`config.mk`:
```
export PLATFORM = sky130hd
export DESIGN_NAME = csms_top
export DESIGN_NICKNAME = d
export VERILOG_FILES = /design/src/csms_slew.v /design/src/csms_top.v
export VERILOG_INCLUDE_DIRS = /design/src
export SDC_FILE = /design/constraint.sdc
export NUM_CORES = 1
export LEC_CHECK = 0
export BUFFER_PORTS_ARGS = -buffer_cell sky130_fd_sc_hd__buf_2
export CORE_ASPECT_RATIO = 0.9
export CORE_MARGIN = 4
export CORE_UTILIZATION = 49
export DETAILED_ROUTE_END_ITERATION = 8
export PLACE_DENSITY = 0.76
export SLEW_MARGIN = 20
export SYNTH_ARGS = -nofsm -noshare
export SYNTH_HDL_FRONTEND = slang
export SYNTH_SLANG_ARGS = --single-unit
```
`constraint.sdc`:
```
create_clock -name i_core_clk -period 4.8 [get_ports i_core_clk]
set_clock_uncertainty 0.2 [all_clocks]
set_input_delay 0.96 -clock i_core_clk [delete_from_list [all_inputs] [get_ports i_core_clk]]
set_output_delay 0.96 -clock i_core_clk [all_outputs]
set_load 0.05 [all_outputs]
```
`src/csms_map.vh`:
```
`ifndef CSMS_MAP_VH
`define CSMS_MAP_VH

// ----------------------------------------
// clock and timing
// ----------------------------------------
`define CSMS_CLK_MHZ 10
// clock-enable delay after power-good seen, in microseconds
`define CSMS_CPU_CLOCK_ENABLE_NOT_US 50
`define CSMS_CPU_CLOCK_ENABLE_NOT_CYC (`CSMS_CPU_CLOCK_ENABLE_NOT_US * `CSMS_CLK_MHZ)
// power-good hold after clock enable, in milliseconds
`define CSMS_PGOOD_MS 3
`define CSMS_PGOOD_CYC (`CSMS_PGOOD_MS * 1000 * `CSMS_CLK_MHZ)
// slew ticks from arrival to driver disable, and to pulse skipping
`define CSMS_SUS_DDO_TICKS 6'h20
`define CSMS_SUS_SKIP_TICKS 6'h3E

// ----------------------------------------
// code ladder (one step is 16 mV, level 0 is ground)
// ----------------------------------------
`define CSMS_VID_TOP 8'h6B
`define CSMS_SUS_TOP 8'h5B
`define CSMS_BOOT_TOP 8'h5B

// ----------------------------------------
// register offsets and fields
// ----------------------------------------
`define CSMS_REG_CTRL 8'h00
`define CSMS_REG_STATUS 8'h04
`define CSMS_REG_CODE 8'h08
`define CSMS_CTRL_SKIP_INHIBIT 0
`define CSMS_CTRL_RESET 1'h0
`define CSMS_STAT_FAULT 6
`define CSMS_STAT_PGOOD 7
`define CSMS_STAT_ARRIVED 8

`endif

```
`src/csms_slew.v`:
```
`timescale 1ns/1ps
`include "csms_map.vh"

// ----------------------------------------
// slew controller: one code step per tick
// ----------------------------------------
module csms_slew #(
  parameter W = 8
) (
  input wire i_core_clk,
  input wire i_rst_n,
  input wire i_tick,
  input wire i_clear,
  input wire [W-1:0] i_target,
  output reg [W-1:0] o_code,
  output wire o_arrived
);

  reg [W-1:0] next_code;

  // step toward target on each tick
  always @* begin
    next_code = o_code;
    if (i_clear) begin
      next_code = {W{1'b0}};
    end else if (i_tick && (o_code < i_target)) begin
      next_code = o_code + {{(W-1){1'b0}}, 1'b1};
    end else if (i_tick && (o_code > i_target)) begin
      next_code = o_code - {{(W-1){1'b0}}, 1'b1};
    end
  end

  // current code register
  always @(posedge i_core_clk or negedge i_rst_n) begin
    if (!i_rst_n) begin
      o_code <= {W{1'b0}};
    end else begin
      o_code <= next_code;
    end
  end

  // arrival flag
  assign o_arrived = (o_code == i_target);

endmodule

```
`src/csms_top.v`:
```
// Implementation choices: the APB slave port and the address map.
`timescale 1ns/1ps
`include "csms_map.vh"

// Function
// Supply rising past reset threshold clears the fault latch.
// Below lockout at start-up: low-side high, high-side low, no switching.
// Leaving lockout: sample code inputs, start slewing toward boot level.
// Supply dropping below lockout forces low-side drive high.
// Enable or system power-good low: shutdown, power-good low, clock-enable high.
// Shutdown ramps code to zero, one step per slew tick.
// At zero code: low-side high, high-side low, reference off.
// Power-good caused shutdown sets fault latch; enable toggle or supply cycle clears.
// Enable high powers reference; after reference ok, ramp from zero to boot.
// Release system power-good pin only after reference passes its lockout.
// Suspend low: output follows VID code; code change starts a transition.
// Processor changes all VID bits together within 1 us skew.
// System holds boot, suspend and on-time selects static.
// 50 us after power-good high at boot target: clock-enable low, go operating.
// Hold core power-good low 3 ms after clock enable, then high unless fault.
// Enable low: driver-disable low, output ground, low-side high, modulator off.
// Power-up mode: driver-disable high, boot code, wait for system power-good.
// Normal mode: driver-disable high, VID code without offset.
// Deep sleep: driver-disable low, VID plus offset, pulse skipping.
// Suspend: driver-disable low, suspend code, pulse skipping at light load.
// Under/over voltage, thermal or power-good fall latch fault; output held low.
// Suspend: driver-disable low 32 slew ticks after reaching final code.
// Suspend released: forced continuous, driver-disable high, slew to VID.
// Current code steps one per tick toward target; arrival when equal.
// Fault latch overrides every other mode input.
module csms_top #(
  parameter CW = 8,
  parameter PGOOD_CYC = `CSMS_PGOOD_CYC
) (
  input wire i_core_clk,
  input wire i_rst_n,
  // pins
  input wire i_enable_not_off,
  input wire i_system_power_good,
  output wire o_system_power_good,
  output reg o_system_power_good_oe,
  input wire i_suspend_request,
  input wire i_deep_sleep_not,
  input wire [5:0] i_vid_code,
  input wire [5:0] i_boot_code,
  input wire [5:0] i_suspend_code,
  input wire i_slew_clock_set,
  // analog comparator status
  input wire i_supply_above_reset,
  input wire i_supply_above_lockout,
  input wire i_reference_ok,
  input wire i_feedback_node_at_target,
  input wire i_output_under_fault,
  input wire i_output_over_fault,
  input wire i_thermal_fault,
  // drive and handshake outputs
  output reg o_low_side_drive,
  output reg o_high_side_drive,
  output reg o_modulator_enable,
  output reg o_reference_enable,
  output reg o_phase_drive_disable,
  output reg o_cpu_clock_enable_not,
  output reg o_core_power_good,
  output reg o_offset_enable,
  output reg o_skip_enable,
  output wire [CW-1:0] o_dac_code,
  // apb slave
  input wire i_psel,
  input wire i_penable,
  input wire i_pwrite,
  input wire [7:0] i_paddr,
  input wire [31:0] i_pwdata,
  output reg [31:0] o_prdata,
  output wire o_pready,
  output reg o_pslverr
);

  // ----------------------------------------
  // states
  // ----------------------------------------
  localparam [5:0] ST_LOCK = 6'h01;
  localparam [5:0] ST_OFF = 6'h02;
  localparam [5:0] ST_DOWN = 6'h04;
  localparam [5:0] ST_BOOT = 6'h08;
  localparam [5:0] ST_DELAY = 6'h10;
  localparam [5:0] ST_RUN = 6'h20;
  localparam integer CPU_CLOCK_ENABLE_NOT_INT = `CSMS_CPU_CLOCK_ENABLE_NOT_CYC;
  localparam integer PG_INT = PGOOD_CYC;
  // timers are 16 bits wide, counts cut to fit
  localparam [15:0] CPU_CLOCK_ENABLE_NOT_CYC = CPU_CLOCK_ENABLE_NOT_INT[15:0];
  localparam [15:0] PG_CYC = PG_INT[15:0];

  reg [5:0] state;
  reg [5:0] next_state;
  reg [15:0] cnt;
  reg [15:0] next_cnt;
  reg fault;
  reg [5:0] sus_cnt;
  reg [5:0] boot_q;
  reg [5:0] susp_q;
  reg slew_d;
  reg system_power_good_d;
  reg en_d;
  reg lock_d;
  reg skip_inhibit;
  reg [CW-1:0] target;
  wire arrived;

  // ----------------------------------------
  // pin synchronisers
  // ----------------------------------------
  reg [29:0] sync1;
  reg [29:0] sync2;
  wire [29:0] raw = {i_enable_not_off, i_system_power_good, i_suspend_request,
    i_deep_sleep_not, i_vid_code, i_boot_code, i_suspend_code, i_slew_clock_set,
    i_supply_above_reset, i_supply_above_lockout, i_reference_ok,
    i_feedback_node_at_target, i_output_under_fault, i_output_over_fault, i_thermal_fault};

  // two flops on every pin
  always @(posedge i_core_clk or negedge i_rst_n) begin
    if (!i_rst_n) begin
      sync1 <= 30'h0000_0000;
      sync2 <= 30'h0000_0000;
    end else begin
      sync1 <= raw;
      sync2 <= sync1;
    end
  end

  wire en = sync2[29];
  wire system_power_good = sync2[28];
  wire suspend_request = sync2[27];
  wire deep_sleep_not_n = sync2[26];
  wire [5:0] vid = sync2[25:20];
  wire [5:0] boot_pin = sync2[19:14];
  wire [5:0] susp_pin = sync2[13:8];
  wire slew_pin = sync2[7];
  wire por_ok = sync2[6];
  wire lock_ok = sync2[5];
  wire ref_ok = sync2[4];
  wire fb_ok = sync2[3];
  wire uv = sync2[2];
  wire ov = sync2[1];
  wire therm = sync2[0];

  // ----------------------------------------
  // edge detection
  // ----------------------------------------
  always @(posedge i_core_clk or negedge i_rst_n) begin
    if (!i_rst_n) begin
      slew_d <= 1'b0;
      system_power_good_d <= 1'b0;
      en_d <= 1'b0;
      lock_d <= 1'b0;
    end else begin
      slew_d <= slew_pin;
      system_power_good_d <= system_power_good;
      en_d <= en;
      lock_d <= lock_ok;
    end
  end

  wire tick = slew_pin & ~slew_d;
  wire system_power_good_fall = system_power_good_d & ~system_power_good;
  wire en_rise = en & ~en_d;
  wire lock_rise = lock_ok & ~lock_d;
  wire active = (state == ST_DELAY) || (state == ST_RUN);
  wire mod_on = ((state == ST_BOOT) && ref_ok) || active || (state == ST_DOWN);

  // ----------------------------------------
  // fault latch
  // ----------------------------------------
  wire fault_set = (mod_on & (uv | ov | therm)) | (active & system_power_good_fall);
  wire fault_clr = ~por_ok | en_rise;

  // set wins over clear
  always @(posedge i_core_clk or negedge i_rst_n) begin
    if (!i_rst_n) begin
      fault <= 1'b0;
    end else if (fault_set) begin
      fault <= 1'b1;
    end else if (fault_clr) begin
      fault <= 1'b0;
    end
  end

  // ----------------------------------------
  // code sampling on lockout exit
  // ----------------------------------------
  always @(posedge i_core_clk or negedge i_rst_n) begin
    if (!i_rst_n) begin
      boot_q <= 6'h00;
      susp_q <= 6'h00;
    end else if (lock_rise) begin
      boot_q <= boot_pin;
      susp_q <= susp_pin;
    end
  end

  // ----------------------------------------
  // state machine
  // ----------------------------------------
  wire stop_boot = ~en | fault;
  wire stop_run = ~en | fault | ~system_power_good;

  // next state
  always @* begin
    next_state = state;
    case (state)
      ST_LOCK: begin
        if (lock_ok) begin
          next_state = (en && !fault) ? ST_BOOT : ST_OFF;
        end
      end
      ST_OFF: begin
        if (en && !fault) begin
          next_state = ST_BOOT;
        end
      end
      ST_DOWN: begin
        if (o_dac_code == {CW{1'b0}}) begin
          next_state = ST_OFF;
        end
      end
      ST_BOOT: begin
        if (stop_boot) begin
          next_state = ST_DOWN;
        end else if (system_power_good && fb_ok && ref_ok && arrived) begin
          next_state = ST_DELAY;
        end
      end
      ST_DELAY: begin
        if (stop_run) begin
          next_state = ST_DOWN;
        end else if (cnt >= CPU_CLOCK_ENABLE_NOT_CYC - 16'h0001) begin
          next_state = ST_RUN;
        end
      end
      ST_RUN: begin
        if (stop_run) begin
          next_state = ST_DOWN;
        end
      end
      default: begin
        next_state = ST_LOCK;
      end
    endcase
    if (!lock_ok) begin
      next_state = ST_LOCK;
    end
  end

  // shared timer, restarts on every state change
  always @* begin
    if (next_state != state) begin
      next_cnt = 16'h0000;
    end else if (cnt == 16'hFFFF) begin
      next_cnt = cnt;
    end else begin
      next_cnt = cnt + 16'h0001;
    end
  end

  // state and timer registers
  always @(posedge i_core_clk or negedge i_rst_n) begin
    if (!i_rst_n) begin
      state <= ST_LOCK;
      cnt <= 16'h0000;
    end else begin
      state <= next_state;
      cnt <= next_cnt;
    end
  end

  // ----------------------------------------
  // target selection and slew
  // ----------------------------------------
  wire [CW-1:0] vid_lvl = `CSMS_VID_TOP - {2'b00, vid};
  wire [CW-1:0] sus_lvl = `CSMS_SUS_TOP - {2'b00, susp_q};
  wire [CW-1:0] boot_lvl = `CSMS_BOOT_TOP - {2'b00, boot_q};

  // target follows mode
  always @* begin
    case (state)
      ST_BOOT: target = boot_lvl;
      ST_DELAY: target = boot_lvl;
      ST_RUN: target = suspend_request ? sus_lvl : vid_lvl;
      default: target = {CW{1'b0}};
    endcase
  end

  // no stepping in boot until reference is good
  wire slew_tick = tick & ~((state == ST_BOOT) & ~ref_ok);
  wire slew_clear = (state == ST_LOCK) || (state == ST_OFF);

  csms_slew #(
    .W(CW)
  ) u_slew (
    .i_core_clk(i_core_clk),
    .i_rst_n(i_rst_n),
    .i_tick(slew_tick),
    .i_clear(slew_clear),
    .i_target(target),
    .o_code(o_dac_code),
    .o_arrived(arrived)
  );

  // ----------------------------------------
  // suspend settle counter
  // ----------------------------------------
  always @(posedge i_core_clk or negedge i_rst_n) begin
    if (!i_rst_n) begin
      sus_cnt <= 6'h00;
    end else if (!(state == ST_RUN) || !suspend_request || !arrived) begin
      sus_cnt <= 6'h00;
    end else if (tick && (sus_cnt != `CSMS_SUS_SKIP_TICKS)) begin
      sus_cnt <= sus_cnt + 6'h01;
    end
  end

  // ----------------------------------------
  // output decode
  // ----------------------------------------
  reg next_ddo;
  reg next_skip;

  // driver disable and skip by mode
  always @* begin
    next_ddo = 1'b0;
    next_skip = 1'b0;
    if ((state == ST_BOOT) || (state == ST_DELAY)) begin
      next_ddo = 1'b1;
    end else if (state == ST_RUN) begin
      if (suspend_request) begin
        next_ddo = (sus_cnt < `CSMS_SUS_DDO_TICKS);
        next_skip = (sus_cnt == `CSMS_SUS_SKIP_TICKS);
      end else begin
        next_ddo = deep_sleep_not_n;
        next_skip = ~deep_sleep_not_n;
      end
    end
  end

  // registered pin outputs
  always @(posedge i_core_clk or negedge i_rst_n) begin
    if (!i_rst_n) begin
      o_low_side_drive <= 1'b1;
      o_high_side_drive <= 1'b0;
      o_modulator_enable <= 1'b0;
      o_reference_enable <= 1'b0;
      o_phase_drive_disable <= 1'b0;
      o_cpu_clock_enable_not <= 1'b1;
      o_core_power_good <= 1'b0;
      o_offset_enable <= 1'b0;
      o_skip_enable <= 1'b0;
      o_system_power_good_oe <= 1'b1;
    end else begin
      o_low_side_drive <= ~mod_on;
      o_high_side_drive <= 1'b0;
      o_modulator_enable <= mod_on;
      o_reference_enable <= (state != ST_LOCK) && (state != ST_OFF);
      o_phase_drive_disable <= next_ddo;
      o_cpu_clock_enable_not <= ~(state == ST_RUN);
      o_core_power_good <= (state == ST_RUN) && (cnt >= PG_CYC) && !fault;
      o_offset_enable <= (state == ST_RUN) && !suspend_request && !deep_sleep_not_n;
      o_skip_enable <= next_skip && !skip_inhibit;
      o_system_power_good_oe <= ~(o_reference_enable & ref_ok) | fault;
    end
  end

  // open-drain pin only ever pulls low
  assign o_system_power_good = 1'b0;

  // ----------------------------------------
  // apb slave
  // ----------------------------------------
  wire apb_setup = i_psel & ~i_penable;
  wire apb_wr = i_psel & i_penable & i_pwrite;
  wire hit_ctrl = (i_paddr == `CSMS_REG_CTRL);
  wire hit_stat = (i_paddr == `CSMS_REG_STATUS);
  wire hit_code = (i_paddr == `CSMS_REG_CODE);

  // zero wait states
  assign o_pready = 1'b1;

  // control register write
  always @(posedge i_core_clk or negedge i_rst_n) begin
    if (!i_rst_n) begin
      skip_inhibit <= `CSMS_CTRL_RESET;
    end else if (apb_wr && hit_ctrl) begin
      skip_inhibit <= i_pwdata[`CSMS_CTRL_SKIP_INHIBIT];
    end
  end

  // read data and error captured in setup phase
  always @(posedge i_core_clk or negedge i_rst_n) begin
    if (!i_rst_n) begin
      o_prdata <= 32'h0000_0000;
      o_pslverr <= 1'b0;
    end else if (apb_setup) begin
      o_pslverr <= ~(hit_ctrl | hit_stat | hit_code);
      if (i_pwrite) begin
        o_prdata <= 32'h0000_0000;
      end else if (hit_ctrl) begin
        o_prdata <= {31'h0000_0000, skip_inhibit};
      end else if (hit_stat) begin
        o_prdata <= {23'h00_0000, arrived, o_core_power_good, fault, state};
      end else if (hit_code) begin
        o_prdata <= {16'h0000, target, o_dac_code};
      end else begin
        o_prdata <= 32'h0000_0000;
      end
    end
  end

endmodule

```
## After elaboration in Yosys (flattened, before gate mapping)

Index checks and enable logic that the tools add are counted.

| cells by class | value |
|---|---|
| $add $sub $neg | 7 |
| multipliers | 0 |
| divide/modulo/power cells | 0 |
| $lt $le $gt $ge | 5 |
| eq/ne operators | 16 |
| shift-type cells | 0 |
| mux-type cells | 31 |
| bitwise gates (word level) | 35 |
| reduce and logical (&&, ||, !) cells | 34 |

Operators with widths:

| kind | count |
|---|---|
| $mux 16 | 6 |
| $mux 6 | 10 |
| $pmux 6 s6 | 1 |
| $mux 8 | 4 |
| $sub 7x6->8 const A | 3 |
| $add 16x1->16 const B | 1 |
| $eq 16x16->1 const B | 1 |
| $ge 16x15->1 const B | 1 |
| $ge 16x9->1 const B | 1 |
| $logic_not 8->1 | 2 |
| $pmux 8 s2 | 1 |
| $logic_and 1x1->1 | 15 |
| $not 1->1 | 14 |
| $and 1x1->1 | 12 |
| $eq 6x6->1 const B | 2 |
| $or 1x1->1 | 9 |
| $add 8x1->8 const B | 1 |
| $eq 8x3->1 const B | 1 |
| $eq 8x4->1 const B | 1 |
| $eq 8x8->1 | 1 |
| $gt 8x8->1 | 1 |
| $lt 8x8->1 | 1 |
| $mux 1 | 8 |
| $sub 8x1->8 const B | 1 |
| 18 further kinds | 30 |

| word-level totals | value |
|---|---|
| register bits after elaboration | 156 |
| bits in latches | 0 |
| bits in writable memories | 0 |
| memory bits (read-only) | 0 |
| bits of input ports | 75 |
| word-level logic and storage cells | 153 |
| memories | 0 |

## Depth between registers and ports, before layout

Gate-level depths: netlist of run 1.

| logic depth | value |
|---|---|
| depth after elaboration | 11 |
| gate-level depth with buffers | 21 |
| gate-level depth less buffers | 20 |

## Modules after synthesis

A second synthesis of run 1 with hierarchy kept.

| second synthesis, totals | value |
|---|---|
| cell total of the unflattened synthesis | 564 |
| area, all modules | 6441.2 um^2 |

By module, submodules not included:

| module | times used | cells each | area an instance (um^2) | seq. area each (um^2) |
|---|---|---|---|---|
| csms_top | 1 | 462 | 5552.8 | 3283.1 |
| csms_slew | 1 | 102 | 888.4 | 200.2 |

## Least setup slack after synthesis of run 1

Ideal clock, no wire load.

| timing | value |
|---|---|
| path type | register -> register |
| from | reg state[3] |
| to | reg u_slew.o_code[7] |
| setup time | 87 ps |
| arrival time | 4514 ps |
| data required time | 4513 ps |
| setup slack | 0 ps |
| stages on the path, launching flop included | 18 |
| buffers on the path | 0 |
| path through | dfrtp_1 or4_4 nor2_8 inv_2 a211oi_1 a21oi_1 ha_1 a21o_1 a2111oi_0 nand2_1 ha_1 a21o_1 a211oi_1 o21bai_1 a21o_1 a21o_1 or4_1 o211ai_1 |

| between the ends | value |
|---|---|
| cells in the longest elaborated chain, start to end | 7 |

Ends and longest elaborated chain:

| element | RTL line | source |
|---|---|---|
| from (decl) | csms_top.v:93 | `reg [5:0] state;` |
| from (signal assigned) | csms_top.v:270 | `state <= next_state;` |
| $eq 6x4->1 or $eq 6x5->1 (tied branches) | csms_top.v:284, csms_top.v:293 |  |
| $reduce_or 2->1 (no line) or $and 1x1->1 (tied branches) | -- |  |
| $pmux 8 s2 or $not 1->1 (tied branches) | csms_top.v:284, csms_top.v:293 |  |
| $lt 8x8->1 or $and 1x1->1 (tied branches) | csms_slew.v:26, csms_top.v:293 |  |
| $logic_and 1x1->1 | csms_slew.v:26 | `end else if (i_tick && (o_code < i_target)) begin` |
| $mux 8 | csms_slew.v:26 |  |
| $mux 8 | csms_slew.v:24 | `if (i_clear) begin` |
| to (signal assigned) | csms_slew.v:36 | `o_code <= {W{1'b0}};` |
| to (signal assigned) | csms_slew.v:38 | `o_code <= next_code;` |
| to (decl) | csms_slew.v:15 | `output reg [W-1:0] o_code,` |

Several ways; a longest one is shown, not always the timed one.
A chain may end at the register's enable or synchronous reset.

## Worst setup path in the final report of run 1

| timing | value |
|---|---|
| from | reg state[2] |
| to | reg u_slew.o_code[7] |

The elaborated chain is that of the path after synthesis.

==> results of run 1 <==
worst max path at each step:
stage	start	to	slack (ps)	cells after the start
6_report	state[2]	u_slew.o_code[7]	120	18
2_1_floorplan	state[3]	u_slew.o_code[7]	100	17
3_5_place_dp	state[2]	u_slew.o_code[7]	130	18
4_1_cts	state[2]	u_slew.o_code[7]	90	18
3_3_place_gp	state[2]	u_slew.o_code[7]	230	18
5_1_grt	state[2]	u_slew.o_code[7]	5	19
repair_timing:
item | 4_1_cts | 5_1_grt
resized for setup | 0 | 5
setup buffers | 0 | 1
setup endpoints to repair | 0 | 1
cell usage after synthesis (3+ instances only):
library cell,count
nand3_1,17
a21o_1,6
nand2_1,46
mux2i_1,8
nand2b_1,7
a211oi_1,6
and3_1,6
a22oi_1,7
xor2_1,14
xnor2_1,11
nor2b_1,10
nor3_1,10
o21ai_0,30
inv_1,14
dfstp_2,4
nor4_1,8
o41ai_1,3
nand4_1,10
mux2_2,14
clkbuf_1,6
nor2_2,10
ha_1,20
dfrtp_1,135
a21oi_1,27
o31ai_1,6
buf_4,20
nor2_1,40
o22ai_1,3
critical path, cell delays in order, from the launching register on:
cell	delay [ps]
dfrtp_1	390
or4_4	590
nor2_8	130
buf_4	160
a21oi_1	110
ha_1	310
nor2b_1	140
o21a_1	160
o21a_1	160
o21ai_0	310
nand2_1	130
ha_1	290
a21o_1	190
a211oi_2	250
o21bai_2	120
a21o_1	190
a21o_1	180
or4_1	470
o211ai_1	100
per-layer routing:
| metal | share of wire (%) | up-vias | GRT usage [%] | wire length (um) |
|---|---|---|---|---|
| met5 | 0 | - | 0 | 0 |
| met4 | 1.6 | 0 | 6.72 | 202 |
| met3 | 7.7 | 19 | 5.57 | 992 |
| met2 | 46 | 180 | 29.8 | 6010 |
| met1 | 44 | 2114 | 25.8 | 5750 |
| li1 | - | 2065 | - | - |
cell families after synthesis:
kind of cell / share of synthesized area [%]
AO/OA/AOI/OAI: 10.7
XOR/XNOR: 3.59
AND/OR/NAND/NOR: 15.7
buffers and inverters: 4.39
multiplexers: 3.90
flip-flops: 57.2
adder cells (fa/ha/maj): 4.44
other: 0.123
layout make-up:
cell class	count	area, um^2	area share [%]
multi-input cells	373	2450	33.7
flip-flops and latches	139	3480	47.9
well taps	160	200	2.75
clock inverters	12	115	1.58
repair buffers	93	514	7.07
inverters	16	62.6	0.860
clock buffers	20	447	6.14
sequential cells by signal, indices dropped and copies added (netlist names), 6 cells and up:
name,cells
o_prdata,15
state,6
sync2,30
u_slew.o_code,8
susp_q,6
sus_cnt,6
cnt,16
boot_q,6
sync1,30
metrics by stage:
stage                     cells  power, mW  setup WS [ps]  utilization, %
final                       813       3.49            124            60.0
after global routing        813       3.66           5.35            60.0
after CTS                   812       3.47           90.5            59.6
after detailed placement    780       2.23            131            55.0
after global placement      780       2.19            232            55.0
after floorplan             558       2.00           99.7               -
power by group through the flow:
stage / logic [mW] / clock network [mW] / registers, mW
6_report: 0.898 / 1.22 / 1.37
5_1_grt: 0.979 / 1.30 / 1.38
4_1_cts: 0.860 / 1.24 / 1.36
3_5_place_dp: 0.854 / 0 / 1.38
3_3_place_gp: 0.813 / 0 / 1.38
2_1_floorplan: 0.542 / 0 / 1.46
==> flow_metrics.py, run 1 <==
metrics = {
    "sta": {
        "fin_setup_tns_ps": 0,
        "fin_hold_ws_ps": 139,
        "fin_crit_ps": 4680,
        "fmax_mhz": 214,
        "max-slew-margin-rel_pct": 32.7,
        "post-route-period-util_pct": 97.4,
        "drv_slew": 0,
        "rsz0062_at_grt": "no",
        "hold_viol_final": 0,
        "worst_pin_slew_ps": 1010,
        "finalSetupViolCount": 0,
    },
    "global_routing": {
        "antenna_found_initial": 0,
        "grt_usage_pct": 19.1,
        "grt_first_pass_wirelength_um": 21500,
        "grt_max_degree": 60,
        "overflow": 0,
        "grt_pass1_vias": 4375,
    },
    "final_layout": {
        "finalNetCount": 736,
        "fill_cells": 982,
        "final_area_um2": 7270,
        "layout_commonest_cell": "dfrtp_1",
        "drive_gt1_share_pct": 25.9,
        "num_antenna_cells": 0,
        "layout_common_cells": "dfrtp_1, buf_2, nand2_1",
        "syn_to_final_growth_pct": 19.3,
    },
    "synthesis": {
        "synth_cell_types": 61,
        "syn_inst": 540,
        "syn_area_um2": 6090,
        "synth.area.top_cells": "dfrtp_1, ha_1, nand2_1, mux2_2, buf_4",
        "yosysSeqAreaShare_pct": 57.2,
        "synth_edf_count": 0,
        "synth_top_area_cell": "dfrtp_1",
        "avgSynthCellArea_um2": 11.3,
        "ys_warn_count": 0,
        "ys_ff_latch": 139,
        "yosysTopAreaCellShare_pct": 55.4,
        "synth_ff_type": "dfrtp_1",
        "async_flop_share_pct": 100,
    },
    "floorplanning": {
        "fp.dieW_um": 126,
        "boundaryPins": 128,
        "die_area_um2": 14300,
        "rows": 38,
        "die_h_um": 114,
        "core-area_um2": 12100,
        "start_util_pct": 50.3,
    },
    "run_status": {
        "status": "completed",
    },
    "detailed_routing": {
        "via_per_inst": 5.38,
        "drc": 0,
        "vias": 4378,
        "wl_per_cell_um": 15.9,
        "drt_iter0_markers": 245,
        "totalWireLength_um": 13000,
        "antenna_left": 0,
        "drt_pass1_iterations": 5,
    },
    "placement": {
        "place_hpwl_um": 9360,
        "gpl.final_weighted_congestion": 0.848,
        "post_dp_cell_area_um2": 6660,
        "numPortBuffers": 76,
    },
    "min_path": {
        "hp-class": "reg -> reg",
        "hold_path_depth": 0,
        "hold_start": "sync1[0]",
        "hold_end": "sync2[0]",
    },
    "worst_setup_path": {
        "r2r_start": "state[2]",
        "crit_type": "reg -> reg",
        "reg2reg_slack_ps": 120,
        "critical_path.max_fanout": 7,
        "start_kind": "flip-flop",
        "crit_required_ps": 4930,
        "worstPathArrival_ps": 4810,
        "worstRegToRegCells": 18,
        "critPathCaptureType": "flip-flop",
        "reg2reg_to": "u_slew.o_code[7]",
    },
    "pwr": {
        "peakVddDrop_mv": 0.333,
        "switching_power_mw": 1.16,
        "netSwitchingFraction_pct": 33.2,
        "p_per_area_nw_per_um2": 480,
        "p_int_mw": 2.33,
        "p_leak_nw": 3.35,
        "pwr-share-clk_pct": 35.0,
        "power.share.sequential_pct": 39.2,
        "combPwrFrac_pct": 25.7,
    },
    "clock_tree": {
        "cts_tree": "built",
        "clock_latency_ps": 420,
        "htreeDepth": 4,
        "clk_pin_slew_ps": 60,
        "ctsHoldBuffers": 0,
        "cts_sinks": 139,
        "cts_buffer_depth": 2,
        "root_buffer": "clkbuf_16",
        "cts_buffers": 17,
    },
    "run": {
        "maxCapViolCount": 0,
    },
}
Power figures use the tool's default switching activity.
==> run 2: changes to the inputs <==
--- a/config.mk
+++ b/config.mk
@@ -6,12 +6,13 @@
 export SDC_FILE = /design/constraint.sdc
 export NUM_CORES = 1
 export LEC_CHECK = 0
+export ABC_AREA = 1
 export BUFFER_PORTS_ARGS = -buffer_cell sky130_fd_sc_hd__buf_2
 export CORE_ASPECT_RATIO = 0.9
 export CORE_MARGIN = 4
-export CORE_UTILIZATION = 49
+export CORE_UTILIZATION = 50
 export DETAILED_ROUTE_END_ITERATION = 8
-export PLACE_DENSITY = 0.76
+export PLACE_DENSITY = 0.77
 export SLEW_MARGIN = 20
 export SYNTH_ARGS = -nofsm -noshare
 export SYNTH_HDL_FRONTEND = slang
==> run 2 against run 1 <==
Critical path depth increased by 4. Largest cell class unchanged. Sequential power barely moved. Non-clock buffer count is 16 lower. Worst setup slack gained 420 ps. Routed wire length is 1.0% higher.
==> flow_metrics.py, run 2 <==
metrics = {
    "worst_setup_path": {
        "critical_path.max_fanout": 10,
        "reg2reg_to": "u_slew.o_code[6]",
        "crit_top_cell": "nand2_1",
        "slowest_stage": "dfstp_2",
        "crit_required_ps": 4910,
        "worstRegToRegCells": 22,
        "crit_path_start": "state[0]",
        "crit_type": "reg -> reg",
        "reg2reg_slack_ps": 540,
        "critPathCaptureType": "flip-flop",
        "r2r_start": "state[0]",
        "slowest_delay_ps": 600,
        "endpoint": "u_slew.o_code[6]",
        "path_cells": "nor2_4 -> nand3_2 -> nand2_1 -> inv_1 -> nor2_1 -> a221oi_1 -> ha_1 -> nand2_1 -> o21ai_0 -> nand2_1 -> nand2_1 -> nor2_1 -> inv_2 -> ha_1 -> nand2_1 -> o21ai_0 -> nand2_1 -> nand2_1 -> a21oi_1 -> xor2_1 -> nand2_1 -> o21ai_0",
        "worstPathArrival_ps": 4370,
        "start_kind": "flip-flop",
    },
    "synthesis": {
        "synth_edf_count": 0,
        "syn_area_um2": 6350,
        "synth.area.top_cells": "dfrtp_1, nand2_1, inv_1, nor2_1, ha_1",
        "yosysSeqAreaShare_pct": 54.8,
        "synth_cell_types": 46,
        "synth_top_area_cell": "dfrtp_1",
        "yosysTopAreaCellShare_pct": 53.2,
        "syn_inst": 658,
        "avgSynthCellArea_um2": 9.65,
        "ys_ff_latch": 139,
        "synth_ff_type": "dfrtp_1",
        "ys_top_cells_by_count": "dfrtp_1, nand2_1, inv_1",
        "async_flop_share_pct": 100,
        "ys_warn_count": 0,
        "synth.most_common_cell": "dfrtp_1",
    },
    "pwr": {
        "combPwrFrac_pct": 24.5,
        "power.share.sequential_pct": 39.8,
        "p_leak_nw": 3.67,
        "p_per_area_nw_per_um2": 459,
        "netSwitchingFraction_pct": 33.9,
        "peakVddDrop_mv": 0.322,
        "pwr-share-clk_pct": 35.6,
        "switching_power_mw": 1.15,
        "p_int_mw": 2.24,
    },
    "sta": {
        "post-route-period-util_pct": 88.7,
        "rsz0062_at_grt": "no",
        "worst_pin_slew_ps": 968,
        "drv_slew": 0,
        "fin_hold_ws_ps": 146,
        "fin_setup_tns_ps": 0,
        "max-slew-margin-rel_pct": 35.4,
        "finalSetupViolCount": 0,
        "fin_crit_ps": 4260,
        "hold_viol_final": 0,
        "fmax_mhz": 235,
    },
    "floorplanning": {
        "boundaryPins": 128,
        "core-area_um2": 12200,
        "die_h_um": 115,
        "rows": 38,
        "die_area_um2": 14600,
        "start_util_pct": 52.0,
        "fp.dieW_um": 127,
    },
    "placement": {
        "place_hpwl_um": 9720,
        "gpl.final_weighted_congestion": 0.933,
        "placedCellCount": 887,
        "numPortBuffers": 76,
    },
    "detailed_routing": {
        "wl_per_cell_um": 14.3,
        "drc": 0,
        "vias": 4738,
        "antenna_left": 0,
        "drt_pass1_iterations": 5,
        "totalWireLength_um": 13100,
        "via_per_inst": 5.16,
        "drt_iter0_markers": 479,
    },
    "final_layout": {
        "layout_commonest_cell": "dfrtp_1",
        "fill_cells": 979,
        "syn_to_final_growth_pct": 16.0,
        "top_regs": "sync1: 30 flops, sync2: 30 flops, cnt: 16 flops",
        "layout_common_cells": "dfrtp_1, nand2_1, buf_2",
        "multi_input_area_um2": 2440,
        "num_antenna_cells": 0,
        "drive_gt1_share_pct": 20.6,
        "finalNetCount": 842,
        "final-seq-area_um2": 3480,
        "utilization_pct": 60.3,
        "final_cells": 918,
    },
    "clock_tree": {
        "cts_buffer_depth": 2,
        "postCtsResizedCells": 0,
        "clk_pin_slew_ps": 60,
        "cts_setup_buffers": 0,
        "cts_buffers": 17,
        "root_buffer": "clkbuf_16",
        "cts_tree": "built",
        "htreeDepth": 4,
        "ctsHoldBuffers": 0,
        "cts_sinks": 139,
        "clock_latency_ps": 420,
    },
    "global_routing": {
        "grt_max_degree": 111,
        "grt_pass1_vias": 4568,
        "overflow": 0,
        "grt_first_pass_wirelength_um": 21600,
        "antenna_found_initial": 0,
        "grt_usage_pct": 18.7,
    },
    "run_status": {
        "status": "completed",
    },
    "min_path": {
        "hp-class": "reg -> reg",
        "hold_path_depth": 0,
    },
    "run": {
        "maxCapViolCount": 0,
    },
}
[run 2: cell types whose count changed after synthesis, moves of 6 or more]
cell / previous run / this run
nand2_1: 46 / 110
inv_1: 14 / 74
nor2_1: 40 / 70
nand3_1: 17 / 35
nor2_4: 0 / 12
nor2b_1: 10 / 0
xnor2_1: 11 / 1
mux2i_1: 8 / 0
nand2b_1: 7 / 0
nor4_1: 8 / 1
a211oi_1: 6 / 0
a21o_1: 6 / 0
a22oi_1: 7 / 1
and3_1: 6 / 0
[run 2: critical path: cells and delay by family, from the launching register on]
| family | cells | cell delay, ps |
|---|---|---|
| AOI/OAI and AO/OA | 5 | 940 |
| xor gates and xnor gates | 1 | 150 |
| adders and majority gates | 2 | 720 |
| buffers and inverters | 2 | 370 |
| DFF | 1 | 600 |
| and+or+nand+nor | 12 | 1150 |
[run 2: cell type report]
cell class              count  area share, %
clock inverters            12           1.53
multi-input cells         429           33.1
inverters                  82           4.18
well taps                 160           2.72
clock buffers              19           5.88
repair buffers             77           5.35
flip-flops and latches    139           47.3
[run 2: per-layer routing]
metal  wire [um]  GRT usage (%)  share of wire, %
met1        5760           24.9                44
met4         273           7.93               2.1
met3         999           5.57               7.6
met5           0              0                 0
met2        6060           28.9                46
[run 2: power groups by stage]
stage	combinational (mW)	sequential, mW	clock, mW
2_1_floorplan	0.541	1.45	0
3_3_place_gp	0.778	1.36	0
3_5_place_dp	0.820	1.37	0
4_1_cts	0.821	1.35	1.23
5_1_grt	0.911	1.36	1.29
6_report	0.830	1.35	1.21
[run 2: worst min path at each step]
stage / end / slack (ps) / startpoint
6_report: sync2[1] / 150 / sync1[1]
5_1_grt: sync2[4] / 150 / sync1[4]
4_1_cts: sync2[26] / 140 / sync1[26]
3_5_place_dp: sync2[12] / 130 / sync1[12]
3_3_place_gp: sync2[12] / 130 / sync1[12]
2_1_floorplan: sync2[0] / 130 / sync1[0]
[run 2: cell families after synthesis]
family	count (synthesis)	share of synthesized area (%)
AND/OR/NAND/NOR	269	20.3
buffers and inverters	108	7.84
flip-flops	139	54.8
multiplexers	10	1.77
other	2	0.118
AO/OA/AOI/OAI	95	8.90
adder cells (fa/ha/maj)	21	4.26
XOR/XNOR	14	1.93
[run 2: stage by stage]
step / instance area, um^2 / worst slack (ps) / power, mW
finish: 7370 / 541 / 3.39
CTS: 7370 / 632 / 3.39
global placement: 6820 / 749 / 2.14
global route: 7370 / 166 / 3.56
detailed placement: 6820 / 649 / 2.19
floorplan: 6420 / 1280 / 1.99
==> run 3: changes to the inputs <==
--- a/config.mk
+++ b/config.mk
@@ -10,9 +10,9 @@
 export BUFFER_PORTS_ARGS = -buffer_cell sky130_fd_sc_hd__buf_2
 export CORE_ASPECT_RATIO = 0.9
 export CORE_MARGIN = 4
-export CORE_UTILIZATION = 50
+export CORE_UTILIZATION = 55
 export DETAILED_ROUTE_END_ITERATION = 8
-export PLACE_DENSITY = 0.77
+export PLACE_DENSITY = 0.8
 export SLEW_MARGIN = 20
 export SYNTH_ARGS = -nofsm -noshare
 export SYNTH_HDL_FRONTEND = slang
==> constraint.sdc (replaced) <==
create_clock -name i_core_clk -period 4.1 [get_ports i_core_clk]
set_clock_uncertainty 0.2 [all_clocks]
set_input_delay 0.82 -clock i_core_clk [delete_from_list [all_inputs] [get_ports i_core_clk]]
set_output_delay 0.82 -clock i_core_clk [all_outputs]
set_load 0.05 [all_outputs]
==> run 3 against run 2 <==
Global-route usage grew 4.3 points. Flip-flop and latch count unchanged. Clock-buffer cell count is 1 lower. Highest routed layer unchanged. Non-clock buffer count rose by 11. Critical path type unchanged. Cell area grew 2.5%. Routed wire length is 9.4% higher. Sequential power up 18%. Largest power group unchanged. Critical path depth stayed put. Combinational power is 24% higher. Worst hold slack better by 1.0 ps. Register-to-register slack got worse by 320 ps. Critical endpoint is now u_slew.o_code[5]. Worst setup slack got worse by 320 ps.
==> flow_metrics.py, run 3 (synthesized netlist as in run 2, its figures left out) <==
metrics = {
    "worst_setup_path": {
        "r2r_start": "state[1]",
        "slowest_stage": "dfrtp_2",
        "critPathCaptureType": "flip-flop",
        "path_cells": "nor2_4 -> nand3_4 -> nor2_4 -> inv_1 -> nor2_1 -> nor2_1 -> ha_1 -> inv_1 -> nor2_1 -> nor2_1 -> o21ai_0 -> nand2_1 -> nand2_1 -> nor2_4 -> clkinv_4 -> ha_1 -> a21oi_1 -> nand2_1 -> a21oi_1 -> o21ai_0 -> xor2_1 -> o21ai_0",
        "slowest_delay_ps": 440,
        "crit_top_cell": "nor2_1",
        "critical_path.max_fanout": 10,
        "reg2reg_to": "u_slew.o_code[5]",
        "crit_required_ps": 4250,
        "reg2reg_slack_ps": 220,
        "worstRegToRegCells": 22,
        "crit_type": "reg -> reg",
        "worstPathArrival_ps": 4030,
        "crit_buf_inv": 3,
        "crit_family": "simple AND/OR/NAND/NOR gates",
        "start_kind": "flip-flop",
    },
    "detailed_routing": {
        "drt_iter0_markers": 354,
        "maxUsedRoutingLayer": "met4",
        "antenna_left": 0,
        "drt-met1-wl_um": 6030,
        "route.met2.wl_um": 6910,
        "wl_met3_um": 980,
        "drc": 0,
        "wl_per_cell_um": 15.5,
        "via_per_inst": 5.30,
        "totalWireLength_um": 14300,
        "drt_pass1_iterations": 5,
        "vias": 4883,
    },
    "global_routing": {
        "grt_first_pass_wirelength_um": 23400,
        "overflow": 0,
        "antenna_found_initial": 0,
        "grt_pass1_vias": 4811,
        "grt_usage_pct": 23.0,
        "grt_max_degree": 124,
    },
    "min_path": {
        "hold_start": "sync1[10]",
        "hp-class": "reg -> reg",
        "hold_end": "sync2[10]",
        "hold_path_depth": 0,
    },
    "sta": {
        "hold_viol_final": 0,
        "rsz0062_at_grt": "yes",
        "fin_hold_ws_ps": 147,
        "fmax_mhz": 258,
        "worst_pin_slew_ps": 926,
        "drv_slew": 0,
        "post-route-period-util_pct": 94.7,
        "finalSetupViolCount": 0,
        "fin_crit_ps": 3880,
        "max-slew-margin-rel_pct": 38.2,
    },
    "floorplanning": {
        "core-area_um2": 11000,
        "die_h_um": 110,
        "rows": 36,
        "die_area_um2": 13300,
        "fp.dieW_um": 121,
        "start_util_pct": 57.6,
        "boundaryPins": 128,
    },
    "clock_tree": {
        "root_buffer": "clkbuf_16",
        "clock_latency_ps": 430,
        "cts_sinks": 139,
        "cts_tree": "built",
        "cts_buffers": 17,
        "clk_pin_slew_ps": 60,
        "htreeDepth": 4,
        "cts_buffer_depth": 2,
        "ctsHoldBuffers": 0,
    },
    "final_layout": {
        "num_antenna_cells": 0,
        "syn_to_final_growth_pct": 19.0,
        "layout_commonest_cell": "dfrtp_1",
        "layout_common_cells": "dfrtp_1, nand2_1, buf_2",
        "top_regs": "sync1: 30 flops, sync2: 30 flops, cnt: 16 flops",
        "final_cells": 921,
        "finalNetCount": 853,
        "drive_gt1_share_pct": 23.5,
        "utilization_pct": 68.5,
    },
    "run": {
        "maxCapViolCount": 0,
    },
    "run_status": {
        "status": "completed",
    },
    "pwr": {
        "p_per_area_nw_per_um2": 551,
        "peakVddDrop_mv": 0.364,
        "p_leak_nw": 3.75,
    },
    "placement": {
        "numPortBuffers": 76,
        "place_hpwl_um": 9980,
        "placedCellCount": 887,
        "gpl.final_weighted_congestion": 0.909,
    },
}
run 3: changes by cell type in the layout (fill, tap and decap cells not counted), moves of 2 or more:
cell / change
buf_4: +10
clkbuf_8: +2
clkinv_2: -2
nor2_4: +4
clkinv_4: +3
inv_8: +2
dfrtp_2: +4
nor2_1: -4
dfrtp_1: -4
clkbuf_1: -2
ha_1: -2
run 3: how the worst max path moves through the flow:
stage             start  slack [ps]  depth (start not counted)          endpoint
2_1_floorplan  state[0]         580                         22  u_slew.o_code[6]
3_3_place_gp   state[0]         190                         23  u_slew.o_code[6]
3_5_place_dp   state[0]          40                         23  u_slew.o_code[6]
4_1_cts        state[2]          40                         24  u_slew.o_code[6]
5_1_grt        state[1]         -30                         22  u_slew.o_code[5]
6_report       state[1]         220                         22  u_slew.o_code[5]
run 3: power by group:
group	total [mW]	internal (mW)	leakage (nW)	switching, mW
Clock	1.54	0.924	0.292	0.618
Combinational	1.03	0.345	1.74	0.688
Sequential	1.59	1.48	1.72	0.108
Total	4.16	2.75	3.75	1.41
run 3: metrics by stage:
step	total power, mW	setup WS (ps)	TNS [ps]	cell area [um^2]
CTS	4.13	42.2	0	7470
global route	4.36	-30.7	-60.0	7560
floorplan	2.33	580	0	6420
detailed placement	2.57	37.8	0	6870
finish	4.16	217	0	7560
global placement	2.53	192	0	6870
run 3: final cells by class:
| type | instances | area [um^2] |
|---|---|---|
| sequential | 139 | 3490 |
| clock buffer | 18 | 439 |
| inverter | 82 | 313 |
| tap | 152 | 190 |
| multi-input combinational | 429 | 2490 |
| fill | 801 | 3480 |
| clock inverter | 13 | 156 |
| timing repair buffer | 88 | 483 |
run 3: what timing repair did:
action,4_1_cts,5_1_grt
setup endpoints to repair,1,4
gates resized for setup,1,19
setup buffers,0,3
pin swaps,0,3
run 3: routing by layer:
layer	global-route usage [%]	up-vias
met3	5.66	39
met4	11.3	0
met1	29.5	2352
met2	37.0	181
met5	0	-
li1	-	2311
